==> src/gdw_defs.svh <==
// Purpose: constants for the gpio driven board watchdog
// Assumes: 100 MHz system clock
// Notes: offsets are byte offsets from the gpio io base
`ifndef GDW_DEFS_SVH
`define GDW_DEFS_SVH
`define GDW_LVL2_OFS 16'h0038
`define GDW_LVL3_OFS 16'h0048
`define GDW_BASE_CFG_OFS 8'h48
`define GDW_EN_N_BIT 0
`define GDW_SEL_LO_BIT 1
`define GDW_SEL_HI_BIT 3
`define GDW_SERVICE_BIT 23
`define GDW_LVL2_RESET 32'h0000_0001
`define GDW_LVL3_RESET 32'h0000_0000
`define GDW_CLK_NS 10
`define GDW_TICK_US 1000
`define GDW_TICK_CYC ((`GDW_TICK_US * 1000) / `GDW_CLK_NS)
`define GDW_T100MS_MS 100
`define GDW_T1S_MS 1000
`define GDW_T10S_MS 10000
`define GDW_T1MIN_MS 60000
`endif

==> src/gdw_pkg.sv <==
// Purpose: types for the gpio driven board watchdog
// Assumes: nothing
// Notes: io request carried as one struct
package gdw_pkg;
    typedef struct packed
    {
        logic wr;
        logic rd;
        logic [15:0] addr;
        logic [31:0] wdata;
    } gdw_io_req_s;
    typedef enum logic [2:0]
    {
        GDW_OFF = 3'b001,
        GDW_RUN = 3'b010,
        GDW_FIRE = 3'b100
    } gdw_state_e;
endpackage : gdw_pkg

==> src/gdw_tick_gen.sv <==
// Purpose: free-running tick divider
// Assumes: single clock domain
// Notes: tick is a one-cycle pulse every DIV cycles
`timescale 1ns/10ps
module gdw_tick_gen #(
    parameter int DIV = 100000
) (
    input wire logic i_sys_clk,
    input wire logic i_rst_n,
    output logic o_tick
);
    // cycle counter, wraps at DIV-1
    logic [31:0] count;
    wire last = (count == 32'(DIV - 1));
    // divider runs without pause so every period shares one time base
    always_ff @(posedge i_sys_clk or negedge i_rst_n)
    begin
        if (!i_rst_n)
        begin
            count <= 32'h0000_0000;
            o_tick <= 1'b0;
        end
        else
        begin
            count <= last ? 32'h0000_0000 : count + 32'h0000_0001;
            o_tick <= last;
        end
    end
endmodule : gdw_tick_gen

==> src/gdw_watchdog.sv <==
// Purpose: board watchdog steered by gpio level registers in io space
// Assumes: io requests are single-cycle strobes on the system clock
// Notes: the io base is supplied by the bridge config value on a port
// How it works
// - four periods: 100ms, 1s, 10s, 1min
// - enabled and expired raises system reset
// - enable is bit 0, active low
// - enable bit resets to one, disabled
// - 32-bit level register at base plus 38h
// - io base from bridge config 48-4Bh
// - low select is bit 1
// - indicator zero shows inverted low select, held low here until i_post_done is high
// - select input is complement of bit
// - select pair encodes period, ignored when off
// - high select is bit 3
// - service is bit 23 at base plus 48h
`timescale 1ns/10ps
`include "gdw_defs.svh"
module gdw_watchdog #(
    parameter int TICK_CYC = `GDW_TICK_CYC,
    parameter int T100MS_TICKS = `GDW_T100MS_MS,
    parameter int T1S_TICKS = `GDW_T1S_MS,
    parameter int T10S_TICKS = `GDW_T10S_MS,
    parameter int T1MIN_TICKS = `GDW_T1MIN_MS
) (
    input wire logic i_sys_clk,
    input wire logic i_rst_n,
    input wire gdw_pkg::gdw_io_req_s i_io_req,
    input wire logic [31:0] i_gpio_base_cfg,
    input wire logic i_post_done,
    output logic [31:0] o_io_rdata,
    output logic o_io_hit,
    output logic o_sys_reset,
    output logic o_diag_indicator_zero,
    output logic o_wdog_running
);
    import gdw_pkg::*;

    // level registers as seen by software
    logic [31:0] gpio_output_level_bank2;
    logic [31:0] gpio_output_level_bank3;
    // watchdog state and tick count
    gdw_state_e state;
    gdw_state_e next_state;
    logic [15:0] count;
    logic [15:0] next_count;
    logic service_prev;
    logic tick;

    // base from config
    // bit 0 is the io space indicator, low bits of the word are the base
    wire [15:0] io_base = {i_gpio_base_cfg[15:2], 2'b00};
    wire hit_lvl2 = (i_io_req.addr == io_base + `GDW_LVL2_OFS);
    wire hit_lvl3 = (i_io_req.addr == io_base + `GDW_LVL3_OFS);
    wire wr_lvl2 = i_io_req.wr && hit_lvl2;
    wire wr_lvl3 = i_io_req.wr && hit_lvl3;

    wire wdog_enable_n = gpio_output_level_bank2[`GDW_EN_N_BIT];
    wire wdog_period_sel_lo = gpio_output_level_bank2[`GDW_SEL_LO_BIT];
    wire wdog_period_sel_hi = gpio_output_level_bank2[`GDW_SEL_HI_BIT];
    wire wdog_service_toggle = gpio_output_level_bank3[`GDW_SERVICE_BIT];
    // inverted at the watchdog select inputs
    wire [1:0] sel_internal = ~{wdog_period_sel_hi, wdog_period_sel_lo};

    // pair 11 fastest, 00 slowest, by register bit value
    wire [15:0] limit =
        (sel_internal == 2'b00) ? 16'(T100MS_TICKS) :
        (sel_internal == 2'b01) ? 16'(T1S_TICKS) :
        (sel_internal == 2'b10) ? 16'(T10S_TICKS) :
        16'(T1MIN_TICKS);

    wire service_edge = (wdog_service_toggle != service_prev);
    wire expired = tick && (count + 16'h0001 >= limit);

    gdw_tick_gen #(
        .DIV(TICK_CYC)
    ) u_tick (
        .i_sys_clk(i_sys_clk),
        .i_rst_n(i_rst_n),
        .o_tick(tick)
    );

    // register writes; bytes written as a whole word
    // disabled after reset
    always_ff @(posedge i_sys_clk or negedge i_rst_n)
    begin
        if (!i_rst_n)
        begin
            gpio_output_level_bank2 <= `GDW_LVL2_RESET;
            gpio_output_level_bank3 <= `GDW_LVL3_RESET;
        end
        else
        begin
            if (wr_lvl2)
            begin
                gpio_output_level_bank2 <= i_io_req.wdata;
            end
            if (wr_lvl3)
            begin
                gpio_output_level_bank3 <= i_io_req.wdata;
            end
        end
    end

    // read data is registered; unmapped reads return zero
    always_ff @(posedge i_sys_clk or negedge i_rst_n)
    begin
        if (!i_rst_n)
        begin
            o_io_rdata <= 32'h0000_0000;
            o_io_hit <= 1'b0;
        end
        else
        begin
            o_io_hit <= (i_io_req.rd || i_io_req.wr) && (hit_lvl2 || hit_lvl3);
            if (i_io_req.rd && hit_lvl2)
            begin
                o_io_rdata <= gpio_output_level_bank2;
            end
            else if (i_io_req.rd && hit_lvl3)
            begin
                o_io_rdata <= gpio_output_level_bank3;
            end
            else if (i_io_req.rd)
            begin
                o_io_rdata <= 32'h0000_0000;
            end
        end
    end

    // state machine: off, counting, reset raised
    always_comb
    begin
        next_state = state;
        next_count = count;
        case (state)
            GDW_OFF:
            begin
                next_count = 16'h0000;
                if (!wdog_enable_n)
                begin
                    next_state = GDW_RUN;
                end
            end
            GDW_RUN:
            begin
                if (wdog_enable_n)
                begin
                    next_state = GDW_OFF;
                    next_count = 16'h0000;
                end
                else if (service_edge)
                begin
                    next_count = 16'h0000;
                end
                else if (expired)
                begin
                    next_state = GDW_FIRE;
                end
                else if (tick)
                begin
                    next_count = count + 16'h0001;
                end
            end
            GDW_FIRE:
            begin
                // held until the system reset returns through i_rst_n
                next_state = GDW_FIRE;
            end
            default:
            begin
                next_state = GDW_OFF;
            end
        endcase
    end

    // state registers
    always_ff @(posedge i_sys_clk or negedge i_rst_n)
    begin
        if (!i_rst_n)
        begin
            state <= GDW_OFF;
            count <= 16'h0000;
            service_prev <= 1'b0;
        end
        else
        begin
            state <= next_state;
            count <= next_count;
            service_prev <= wdog_service_toggle;
        end
    end

    // outputs from flip-flops
    always_ff @(posedge i_sys_clk or negedge i_rst_n)
    begin
        if (!i_rst_n)
        begin
            o_sys_reset <= 1'b0;
            o_diag_indicator_zero <= 1'b0;
            o_wdog_running <= 1'b0;
        end
        else
        begin
            o_sys_reset <= (next_state == GDW_FIRE);
            // led on when low select is zero and i_post_done is high
            o_diag_indicator_zero <= i_post_done && !wdog_period_sel_lo;
            o_wdog_running <= (next_state == GDW_RUN);
        end
    end
endmodule : gdw_watchdog

==> config.mk <==
export PLATFORM = sky130hd
export DESIGN_NAME = gdw_watchdog
export DESIGN_NICKNAME = d
export VERILOG_FILES = /design/src/gdw_pkg.sv /design/src/gdw_tick_gen.sv /design/src/gdw_watchdog.sv
export VERILOG_INCLUDE_DIRS = /design/src
export SDC_FILE = /design/constraint.sdc
export NUM_CORES = 1
export LEC_CHECK = 0
export ABC_CLOCK_PERIOD_IN_PS = 9670
export BUFFER_PORTS_ARGS = -buffer_cell sky130_fd_sc_hd__buf_2
export CORE_ASPECT_RATIO = 0.5
export CORE_MARGIN = 8
export CORE_UTILIZATION = 40
export DETAILED_ROUTE_END_ITERATION = 10
export GPL_TIMING_DRIVEN = 0
export PLACE_DENSITY_LB_ADDON = 0.3
export SLEW_MARGIN = 20
export SYNTH_ARGS = -nofsm -noshare
export SYNTH_HDL_FRONTEND = slang
export SYNTH_HIERARCHICAL = 1
export SYNTH_SLANG_ARGS = --single-unit
==> constraint.sdc <==
create_clock -name i_sys_clk -period 9.67 [get_ports i_sys_clk]
set_input_delay 2.4175 -clock i_sys_clk [delete_from_list [all_inputs] [get_ports i_sys_clk]]
set_output_delay 2.4175 -clock i_sys_clk [all_outputs]
set_load 0.01 [all_outputs]
Word-level counts from Yosys, hierarchy flattened
Index checks and enable logic that the tools add are counted.
{ "word_totals": {"regBits": 153, "input_bits": 85, "output_inout_bits": 36, "word_cells": 62} }
{ "op_classes": {"addsub": 4, "magnitude_cmp": 1, "n_eq_ne": 13, "mux": 17, "bitwise": 1, "n_reduce_logical": 14} }
{ "op_table": {"columns": ["cell", "n"], "rows": [
  ["2-to-1 mux 32 bit", 4],
  ["2-to-1 mux 16 bit", 7],
  ["adder 32 x 1 -> 32 bit (second input constant)", 1],
  ["equality test 16 bit", 2],
  ["equality test 32 x 17 -> 1 bit (second input constant)", 1],
  ["one-hot mux 16 bit (2 select lines)", 1],
  ["adder 16 x 1 -> 16 bit (second input constant)", 1],
  ["adder 16 x 6 -> 16 bit (second input constant)", 1],
  ["adder 16 x 7 -> 16 bit (second input constant)", 1],
  ["greater-or-equal comparator 16 bit", 1],
  ["2-to-1 mux 3 bit", 4],
  ["one-hot mux 3 bit (3 select lines)", 1],
  ["logical AND 1 bit", 7],
  ["equality test 3 x 2 -> 1 bit (second input constant)", 2],
  ["equality test 3 bit (second input constant)", 2],
  ["inequality test 4 x 3 -> 1 bit (second input constant)", 1],
  ["inequality test 4 bit (second input constant)", 1],
  ["equality test 3 x 1 -> 1 bit (second input constant)", 1],
  ["AND reduction 3 bit", 1],
  ["nonzero test 3 bit", 1],
  ["equality test 2 x 1 -> 1 bit (second input constant)", 1],
  ["equality test 2 bit (second input constant)", 1],
  ["logical NOT 2 bit", 1],
  ["logical OR 1 bit", 2],
  ["other kinds (4)", 4]
]} }

Logic depth before layout (Yosys ltp)
Gate-level depths: netlist of run 1.
{ "logic_depth": {"word_depth": 12, "mapped_depth": 14, "depth_no_buf": 13} }

Cells and area by module
Netlist of run 1, hierarchy kept.
{ "modules_own_cells": {"columns": ["module", "n_inst", "cells_per_inst", "area_each_um2", "seq_area_each_um2"], "rows": [
  ["gdw_watchdog", 1, 584, 6306.0, 3005.4],
  ["gdw_tick_gen", 1, 144, 1592.8, 825.8]
]} }

Worst setup path before layout of run 1
No wires, ideal clock.
{ "synth_path": {"path_type": "in2reg", "startpoint": "input port i_gpio_base_cfg[5]", "endpoint": "register gpio_output_level_bank3[10]", "setup_time_ns": 0.125, "arrival_time_ns": 4.554, "t_required_ns": 9.545, "setup_slack_ns": 4.991, "path_stages": 10, "path_buffers": 3, "path_cell_list": "buf_2 -> a31o_2 -> a31oi_1 -> a311oi_1 -> a211o_1 -> a2111oi_4 -> and2_0 -> buf_2 -> buf_4 -> mux2_2"} }
{ "synth_via": {"elab_chain_len": 3} }
{ "synth_rtl": {"columns": ["element", "line", "source"], "rows": [
  ["start: declaration", "gdw_watchdog.sv:29", "input wire logic [31:0] i_gpio_base_cfg,"],
  ["adder 16 x 7 -> 16 bit (no line)", null, null],
  ["equality test 16 bit (no line)", null, null],
  ["logical AND 1 bit", "gdw_watchdog.sv:56", "wire wr_lvl3 = i_io_req.wr && hit_lvl3;"],
  ["end signal: assignment", "gdw_watchdog.sv:90", "gpio_output_level_bank3 <= `GDW_LVL3_RESET;"],
  ["end signal: assignment", "gdw_watchdog.sv:100", "gpio_output_level_bank3 <= i_io_req.wdata;"],
  ["end: declaration", "gdw_watchdog.sv:41", "logic [31:0] gpio_output_level_bank3;"]
]} }
No other way between the ends.
A chain may end at the register's enable or synchronous reset.

Final worst setup path of run 1
{ "layout_path": {"startpoint": "input port i_gpio_base_cfg[3]", "endpoint": "register gpio_output_level_bank2[16]"} }
{ "layout_via": {"elab_chain_len": 3} }
{ "layout_rtl": {"columns": ["element", "line", "source"], "rows": [
  ["adder 16 x 6 -> 16 bit (no line)", null, null],
  ["equality test 16 bit (no line)", null, null],
  ["logical AND 1 bit", "gdw_watchdog.sv:55", "wire wr_lvl2 = i_io_req.wr && hit_lvl2;"],
  ["end signal: assignment", "gdw_watchdog.sv:89", "gpio_output_level_bank2 <= `GDW_LVL2_RESET;"],
  ["end signal: assignment", "gdw_watchdog.sv:96", "gpio_output_level_bank2 <= i_io_req.wdata;"],
  ["end: declaration", "gdw_watchdog.sv:40", "logic [31:0] gpio_output_level_bank2;"]
]} }
No other way between the ends.

==> summary.txt, run 1 <==
Outcome
  – Outcome: finished clean

Place
  – GPL Wtd Cong: around 0.87
  – Dpl hpwl: 13,500 µm
  – Number of instances in the placed design: 1,094
  – Number of buffer cells added on primary ports: about 100

Synth
  – Leading area contributor after synthesis: dfrtp_1
  – Most repeated cell in the gate-level netlist after synthesis: dfrtp_1
  – Synthesized net count: ~840
  – Distinct cell type count after synthesis: 65
  – Share of synthesized flip-flops with an asynchronous set or reset: 100%
  – Sequential share of the synthesized area: between 40% and 50%
  – Count of flip-flops with a built-in enable after synthesis: 0
  – Combined area of all synthesized cells: between 7000 and 8000 µm²
  – Gate Count Post-Synth: around 730
  – Count of state elements after synthesis: approximately 150
  – YS warnings: 6
  – List of most frequent post-synthesis cells: dfrtp_1 (151), nor2_1 (51), a21oi_1 (46), xnor2_1 (43), mux2_1 (40)
  – Yosys top cell area share: a little under half
  – Mapped Avg Cell Area: roughly 11 µm²
  – Top_reg_cell synth: dfrtp_1
  – Area contributors post-synth: dfrtp_1 (48%), mux2_1 (5.7%), xnor2_1 (4.8%)

Clock tree
  – Hold-fix buffer count after cts: 0
  – Number of clock sinks: about 150
  – Clock buffer count from CTS: 17
  – Skew-Pair Late Insertion Delay: ~0.42 ns
  – TritonCTS clock tree: built
  – Clock Tree Root: clkbuf_16
  – Count of H-tree levels built during CTS: 4
  – Post-cts gate resize count: 0
  – Clock-pin transition on the worst setup and hold timing paths: 0.06 ns
  – Number of setup buffers added after CTS: 0
  – Number of buffers on the longest clock path: 2

Floorplan
  – Full die area: between 20,000 and 25,000 µm²
  – Placeable Area: 19,400 µm²
  – Top-level I/O count: ~120
  – X dimension of the die: ~210 µm
  – Initial Util: about two fifths
  – Number of placement rows: 36
  – Vertical die dimension: between 100 and 150 µm

Power and ir drop
  – Reported net switching power: around 380 µW
  – Power consumption: roughly 1600 µW
  – Worst IR drop on VDD: about 0.11 mV
  – Share of total power in the clock network: 46.2%
  – Sequential group share of total power: 43.0%
  – Total power density per cell area: 165 nW/µm²
  – Cell internal pwr: roughly 1200 µW
  – Logic gate share of total power: between 10% and 20%
  – Static leakage: 0.00436 µW
  – Proportion of total power due to net switching: around 24%

Worst setup path
  – Worst Setup Path Type: in2reg
  – Startpoint Class: input port
  – Launching element of the worst setup path: i_gpio_base_cfg[3]
  – WP data required: 9.96 ns
  – Data arrival, critical path: about 5.4 ns
  – Type of destination of the critical path: flop
  – Maximum fanout count along the critical path: 10
  – R2R Path Start: count[2]

Run
  – # Max-Cap Violations: 0

Routing
  – Wire length reported by the detailed router: about 19,000 µm
  – Residual DRC: 0
  – Number of antenna-violating nets in the routed design: 0
  – Drt via density: 5.34
  – Total number of vias: ~6,000
  – Detailed-route wire length per cell: around 17 µm
  – TritonRoute pass-1 iters: 5
  – DR iter-0 viols: 549

Timing
  – Number of max-slew violations in the final report: 0
  – Post-route clock skew: about 0.0085 ns
  – Unrepaired setup endpoints after global routing: false
  – Max-Slew Margin vs Limit: just under 50%
  – TNS Setup: 0 ns
  – Highest clock rate: 195 MHz
  – Time the final worst path needs with I/O delays and setup: ~5.1 ns
  – Final-report hold violation count: 0
  – Number of setup violations in the final report: 0
  – Slew at the pin closest to its max-slew limit: about 0.76 ns
  – Post-route fraction of the period consumed by the critical path: between 50% and 60%

Global route
  – Global router's overall resource usage: 15.6%
  – Global-route wire length before repair: between 30,000 and 40,000 µm
  – Pin count of the biggest net entering global routing: 79
  – Antenna violations before repair: 0
  – Overall overflow remaining after global route: 0
  – Vias in the first global route: around 6,400

Cells and area
  – Ant diodes: 0
  – P&R area growth vs syn: 19.2%
  – Fill count: 1,769
  – Share of cells above drive strength 1: around 22%
  – Multi-input logic area: roughly 3800 µm²
  – Register area: 3830 µm²
  – Nets: between 900 and 1,000
  – Cell Count, Final, Fillers Out: ~1,100

Min path
  – Kind of path behind the tightest hold check: reg2reg
  – Startpoint of the lowest-slack hold path: gpio_output_level_bank3[23]
-- cells in the final DEF (no fill, tap or decap), types with 3 or more instances in the layout --
cell	count
buf_4	3
a31oi_1	8
and3_1	5
clkbuf_16	17
o22a_1	5
clkbuf_8	4
xor2_1	19
nor4_1	11
nand4_1	21
dfrtp_1	151
inv_1	24
clkbuf_1	19
xnor2_1	43
bufinv_16	4
a22o_1	7
and4_1	8
mux2_1	40
a22oi_1	32
nand3_1	31
a211oi_1	5
buf_2	107
nand3b_1	3
mux2_2	25
nand2b_1	5
nand4b_1	3
o21ai_0	12
nor2b_1	12
or2_2	3
nor2_1	51
ha_1	23
nand2_1	28
nor3_1	12
a21oi_1	46
a21o_1	7
a211o_1	3
and2_1	7
-- power groups by stage --
| stage | Clock, µW | Combinational, µW | Sequential, µW |
|---|---|---|---|
| CTS | 733 | 168 | 669 |
| finish | 720 | 168 | 669 |
| detailed placement | 0 | 167 | 681 |
| global route | 760 | 186 | 671 |
| global placement | 0 | 163 | 681 |
| floorplan | 0 | 88.0 | 685 |
-- routing by layer --
| metal | global-route usage (%) | routed length, µm | up-vias | part of all wire (%) |
|---|---|---|---|---|
| li1 | - | - | 2900 | - |
| met2 | 27.0 | 9360 | 95 | 49 |
| met1 | 19.7 | 8820 | 2998 | 46 |
| met4 | 4.77 | 272 | 0 | 1.4 |
| met3 | 3.18 | 560 | 16 | 2.9 |
| met5 | 0 | 0 | - | 0 |
-- cell families after synthesis --
family	Yosys count	synth area share, %
AND/OR/NAND/NOR	218	15.5
multiplexers	65	9.27
flip-flops	153	48.5
adder cells (fa/ha/maj)	23	3.64
buffers and inverters	56	2.98
XOR/XNOR	62	6.87
AO/OA/AOI/OAI	151	13.2
-- worst max-delay path: stages --
cell and delay [ns]:
buf_2 0.18, inv_1 0.07, ha_1 0.23, nor2b_1 0.19, o41ai_1 0.47, o22ai_1 0.13, a211oi_1 0.62, nor4_4 0.19
nand2_1 0.23, buf_2 0.33, mux2_1 0.37
-- final cells by class --
type	instances	share of cell area [%]
multi-input combinational	519	40.8
sequential	153	40.7
timing repair buffer	100	5.66
clock buffer	22	5.14
tap	266	3.53
clock inverter	10	1.73
buffer	32	1.54
inverter	24	0.957
-- through the flow --
stage / util, % / hold WS, ns / cell area (µm²) / setup slack [ns]
after floorplan: - / 0.406 / 7900 / 4.99
after global routing: 48.5 / 0.479 / 9420 / 4.50
after detailed placement: 45.1 / 0.436 / 8760 / 4.20
after CTS: 48.5 / 0.451 / 9410 / 4.59
after global placement: 45.0 / 0.433 / 8730 / 3.92
final: 48.5 / 0.452 / 9420 / 4.54
-- state kept, by name (all words and copies together), names as in the netlist --
name and count:
o_diag_indicator_zero 1, service_prev 1, gpio_output_level_bank2 32, o_io_hit 1, u_tick/count 32, o_sys_reset 1
count 16, state 3, o_wdog_running 1, o_io_rdata 32, u_tick/o_tick 1, gpio_output_level_bank3 32
-- path summary, 6_finish.rpt --
kind / endpoint / slack [ns] / depth (start not counted)
max: gpio_output_level_bank2[16] / 4.54 / 11
min reg2reg: service_prev / 0.45 / 0
max reg2reg: count[7] / 5.49 / 14
max in group asynchronous: count[4] / 6.93 / 2
min: service_prev / 0.45 / 0
min in group asynchronous: o_io_rdata[16] / 1.98 / 1
(Power assumes the default switching activity.)
==> inputs of run 2 (changes only) <==
--- a/config.mk
+++ b/config.mk
@@ -6,7 +6,8 @@
 export SDC_FILE = /design/constraint.sdc
 export NUM_CORES = 1
 export LEC_CHECK = 0
-export ABC_CLOCK_PERIOD_IN_PS = 9670
+export ABC_AREA = 1
+export ABC_CLOCK_PERIOD_IN_PS = 4500
 export BUFFER_PORTS_ARGS = -buffer_cell sky130_fd_sc_hd__buf_2
 export CORE_ASPECT_RATIO = 0.5
 export CORE_MARGIN = 8
==> constraint.sdc (replaced) <==
create_clock -name i_sys_clk -period 4.5 [get_ports i_sys_clk]
set_input_delay 1.125 -clock i_sys_clk [delete_from_list [all_inputs] [get_ports i_sys_clk]]
set_output_delay 1.125 -clock i_sys_clk [all_outputs]
set_load 0.01 [all_outputs]
==> summary.txt, run 2 <==
Synth
  – Leading area contributor after synthesis: dfrtp_1
  – Gate Count Post-Synth: 1,169 (+61%)
  – YS warnings: 6 (unchanged)
  – Combined area of all synthesized cells: 8650 µm² (+9.5%)
  – Yosys top cell area share: 43.7% (-4.2 points)
  – List of most frequent post-synthesis cells: nand2_1 (345), inv_1 (156), nand3_1 (156), dfrtp_1 (151), nor2_1 (116)
  – Synthesized net count: 1,277 (+53%)
  – Count of state elements after synthesis: 153 (unchanged)
  – Area contributors post-synth: dfrtp_1 (44%), nand2_1 (15%), nand3_1 (9.0%)
  – Most repeated cell in the gate-level netlist after synthesis: nand2_1
  – Mapped Avg Cell Area: 7.40 µm² (-32%)
  – Count of flip-flops with a built-in enable after synthesis: 0 (unchanged)
  – Top_reg_cell synth: dfrtp_1
  – Distinct cell type count after synthesis: 34 (-48%)
  – Sequential share of the synthesized area: 44.3% (-4.2 points)
  – Share of synthesized flip-flops with an asynchronous set or reset: 100% (unchanged)

Global route
  – Global router's overall resource usage: 17.2% (+1.6 points)
  – Global-route wire length before repair: 38,200 µm (+20%)
  – Vias in the first global route: 7,771 (+22%)
  – Overall overflow remaining after global route: 0 (unchanged)
  – Antenna violations before repair: 2 (+2)
  – Pin count of the biggest net entering global routing: 94 (+19%)

Floorplan
  – Full die area: 26,900 µm² (+8.5%)
  – X dimension of the die: 224 µm (+4.3%)
  – Top-level I/O count: 121 (unchanged)
  – Placeable Area: 21,400 µm² (+10%)
  – Vertical die dimension: 120 µm (+4.0%)
  – Number of placement rows: 38 (+5.6%)
  – Initial Util: 40.3% (-0.34 points)

Place
  – Number of buffer cells added on primary ports: 101 (+2.0%)
  – GPL Wtd Cong: 0.858 (-1.0%)
  – Dpl hpwl: 16,200 µm (+20%)
  – Total placed instance area: 9570 µm² (+9.2%)

Cells and area
  – Most frequent standard cell in the layout excluding fill and tap cells: nand2_1
  – Share of cells above drive strength 1: 13.4% (-8.7 points)
  – Nets: 1,398 (+46%)
  – Post-route standard cell area excluding fillers: 10,100 µm² (+7.7%)
  – Commonest cells after routing, fill and taps aside: nand2_1 (345), inv_1 (156), nand3_1 (156)
  – Ant diodes: 0 (unchanged)
  – P&R area growth vs syn: 17.3%
  – Fill count: 2,096 (+18%)

Power and ir drop
  – Total power density per cell area: 319 nW/µm² (+93%)
  – Static leakage: 0.00543 µW (+24%)
  – Worst IR drop on VDD: 0.212 mV (+88%)

Clock tree
  – Hold-fix buffer count after cts: 0 (unchanged)
  – Clock buffer count from CTS: 17 (unchanged)
  – Clock Tree Root: clkbuf_16
  – Number of clock sinks: 153 (unchanged)
  – Number of buffers on the longest clock path: 2 (unchanged)
  – TritonCTS clock tree: built
  – Clock-pin transition on the worst setup and hold timing paths: 0.06 ns (about the same)
  – Count of H-tree levels built during CTS: 4 (unchanged)
  – Post-cts gate resize count: 0 (unchanged)
  – Skew-Pair Late Insertion Delay: 0.44 ns (+0.02 ns)
  – Number of setup buffers added after CTS: 0 (unchanged)

Worst setup path
  – Cell family with most CP delay: simple AND/OR/NAND/NOR gates
  – Startpoint Class: flop
  – Delay of the slowest cell on the worst path: 0.43 ns (-0.19 ns)
  – Series of cell instances along the critical path: ha_1 -> nand2_1 -> nor2_1 -> nand3_1 -> nor2_1 -> nand3_1 -> xor2_1 -> ha_1 -> nand2_1 -> o21a_1 -> nand3_1 -> nand2_1 -> nand2_1 -> nand2_1 -> nand2_1 -> nand3_2 -> nand2_1 -> buf_2 -> nand2_1 -> nand2_1
  – Reg-to-reg slack, setup: 1.01 ns (-4.48 ns)
  – WP data required: 4.86 ns (-5.10 ns)
  – Worst Setup Path Type: reg2reg
  – Data arrival, critical path: 3.85 ns (-1.58 ns)
  – Type of destination of the critical path: flop
  – Critical path buffer and inverter count: 1 (-2)
  – Cell repeated most along the worst path: nand2_1
  – CP max stage cell: dfrtp_1
  – Maximum fanout count along the critical path: 10 (unchanged)

Routing
  – Total number of vias: 7,872 (+31%)
  – Number of antenna-violating nets in the routed design: 0 (unchanged)
  – Wire length reported by the detailed router: 22,300 µm (+17%)
  – TritonRoute pass-1 iters: 5 (unchanged)
  – Detailed-route wire length per cell: 13.9 µm (-18%)
  – Residual DRC: 0 (unchanged)
  – Drt via density: 4.91 (-8.0%)
  – DR iter-0 viols: 703 (+28%)

Timing
  – Unrepaired setup endpoints after global routing: false
  – Post-route fraction of the period consumed by the critical path: 77.5%
  – TNS Setup: 0 ns (unchanged)
  – Time the final worst path needs with I/O delays and setup: around 3.5 ns
  – Post-route clock skew: 0.0124 ns (+0.00397 ns)
  – Number of setup violations in the final report: 0 (unchanged)
  – Slew at the pin closest to its max-slew limit: 0.741 ns (-0.0148 ns)
  – Number of max-slew violations in the final report: 0 (unchanged)
  – Max-Slew Margin vs Limit: 50.6% (+1.4 points)
  – Final-report hold violation count: 0 (unchanged)
  – Highest clock rate: ~290 MHz

Min path
  – Kind of path behind the tightest hold check: reg2reg

Outcome
  – Outcome: finished clean

Run
  – # Max-Cap Violations: 0 (unchanged)
-- run 2: cell types whose count changed after synthesis, moves of 25 or more --
cell / previous run / this run
nor2_1: 51 / 116
mux2_2: 25 / 0
nand3_1: 31 / 156
a21oi_1: 46 / 5
a22oi_1: 32 / 0
inv_1: 24 / 156
o21ai_1: 1 / 33
nand2_1: 28 / 345
mux2_1: 40 / 0
-- run 2: metrics by stage --
stage,std cells,hold WS [ns],setup WS [ns],utilization [%],total power (µW)
5_1_grt,1603,0.461,0.570,47.3,3380
4_1_cts,1603,0.453,0.994,47.3,3270
6_report,1603,0.458,1.01,47.3,3230
2_1_floorplan,1169,0.411,1.67,-,1680
3_5_place_dp,1571,0.438,1.03,44.6,1840
3_3_place_gp,1570,0.434,0.0151,44.5,1820
-- run 2: cell type report --
class / instances / area, µm² / area share (%)
Sequential cell: 153 / 3830 / 37.8
Tap cell: 300 / 375 / 3.70
Buffer: 42 / 200 / 1.97
Clock buffer: 19 / 443 / 4.36
Timing Repair Buffer: 102 / 543 / 5.35
Multi-Input combinational cell: 816 / 4030 / 39.7
Clock inverter: 13 / 134 / 1.32
Inverter: 158 / 593 / 5.84
-- run 2: kinds of logic after synthesis --
kind of cell,Yosys count,share of synthesized area (%)
flip-flops,153,44.3
buffers and inverters,200,9.17
AO/OA/AOI/OAI,52,3.36
adder cells (fa/ha/maj),23,3.33
XOR/XNOR,50,5.06
AND/OR/NAND/NOR,691,34.8
-- run 2: path summary, 6_finish.rpt --
path / from / to / depth (start not counted)
worst max-delay path: count[0] / count[4] / 20
worst min-delay path: gpio_output_level_bank3[23] / service_prev / 0
worst max register to register: count[0] / count[4] / 20
worst min register to register: gpio_output_level_bank3[23] / service_prev / 0
max in group asynchronous: i_rst_n / u_tick/count[7] / 2
min in group asynchronous: i_rst_n / gpio_output_level_bank3[30] / 1
-- run 2: per-layer routing --
metal	GRT usage, %	wire length (µm)
met5	0	23
met2	29.2	10900
met4	5.85	433
met1	21.3	9960
met3	4.26	972
-- run 2: power breakdown --
part	total, µW	leakage [µW]	internal, µW	switching, µW
logic	386	0.00304	111	275
clock network	1420	0.000284	793	630
registers	1430	0.00211	1410	18.6
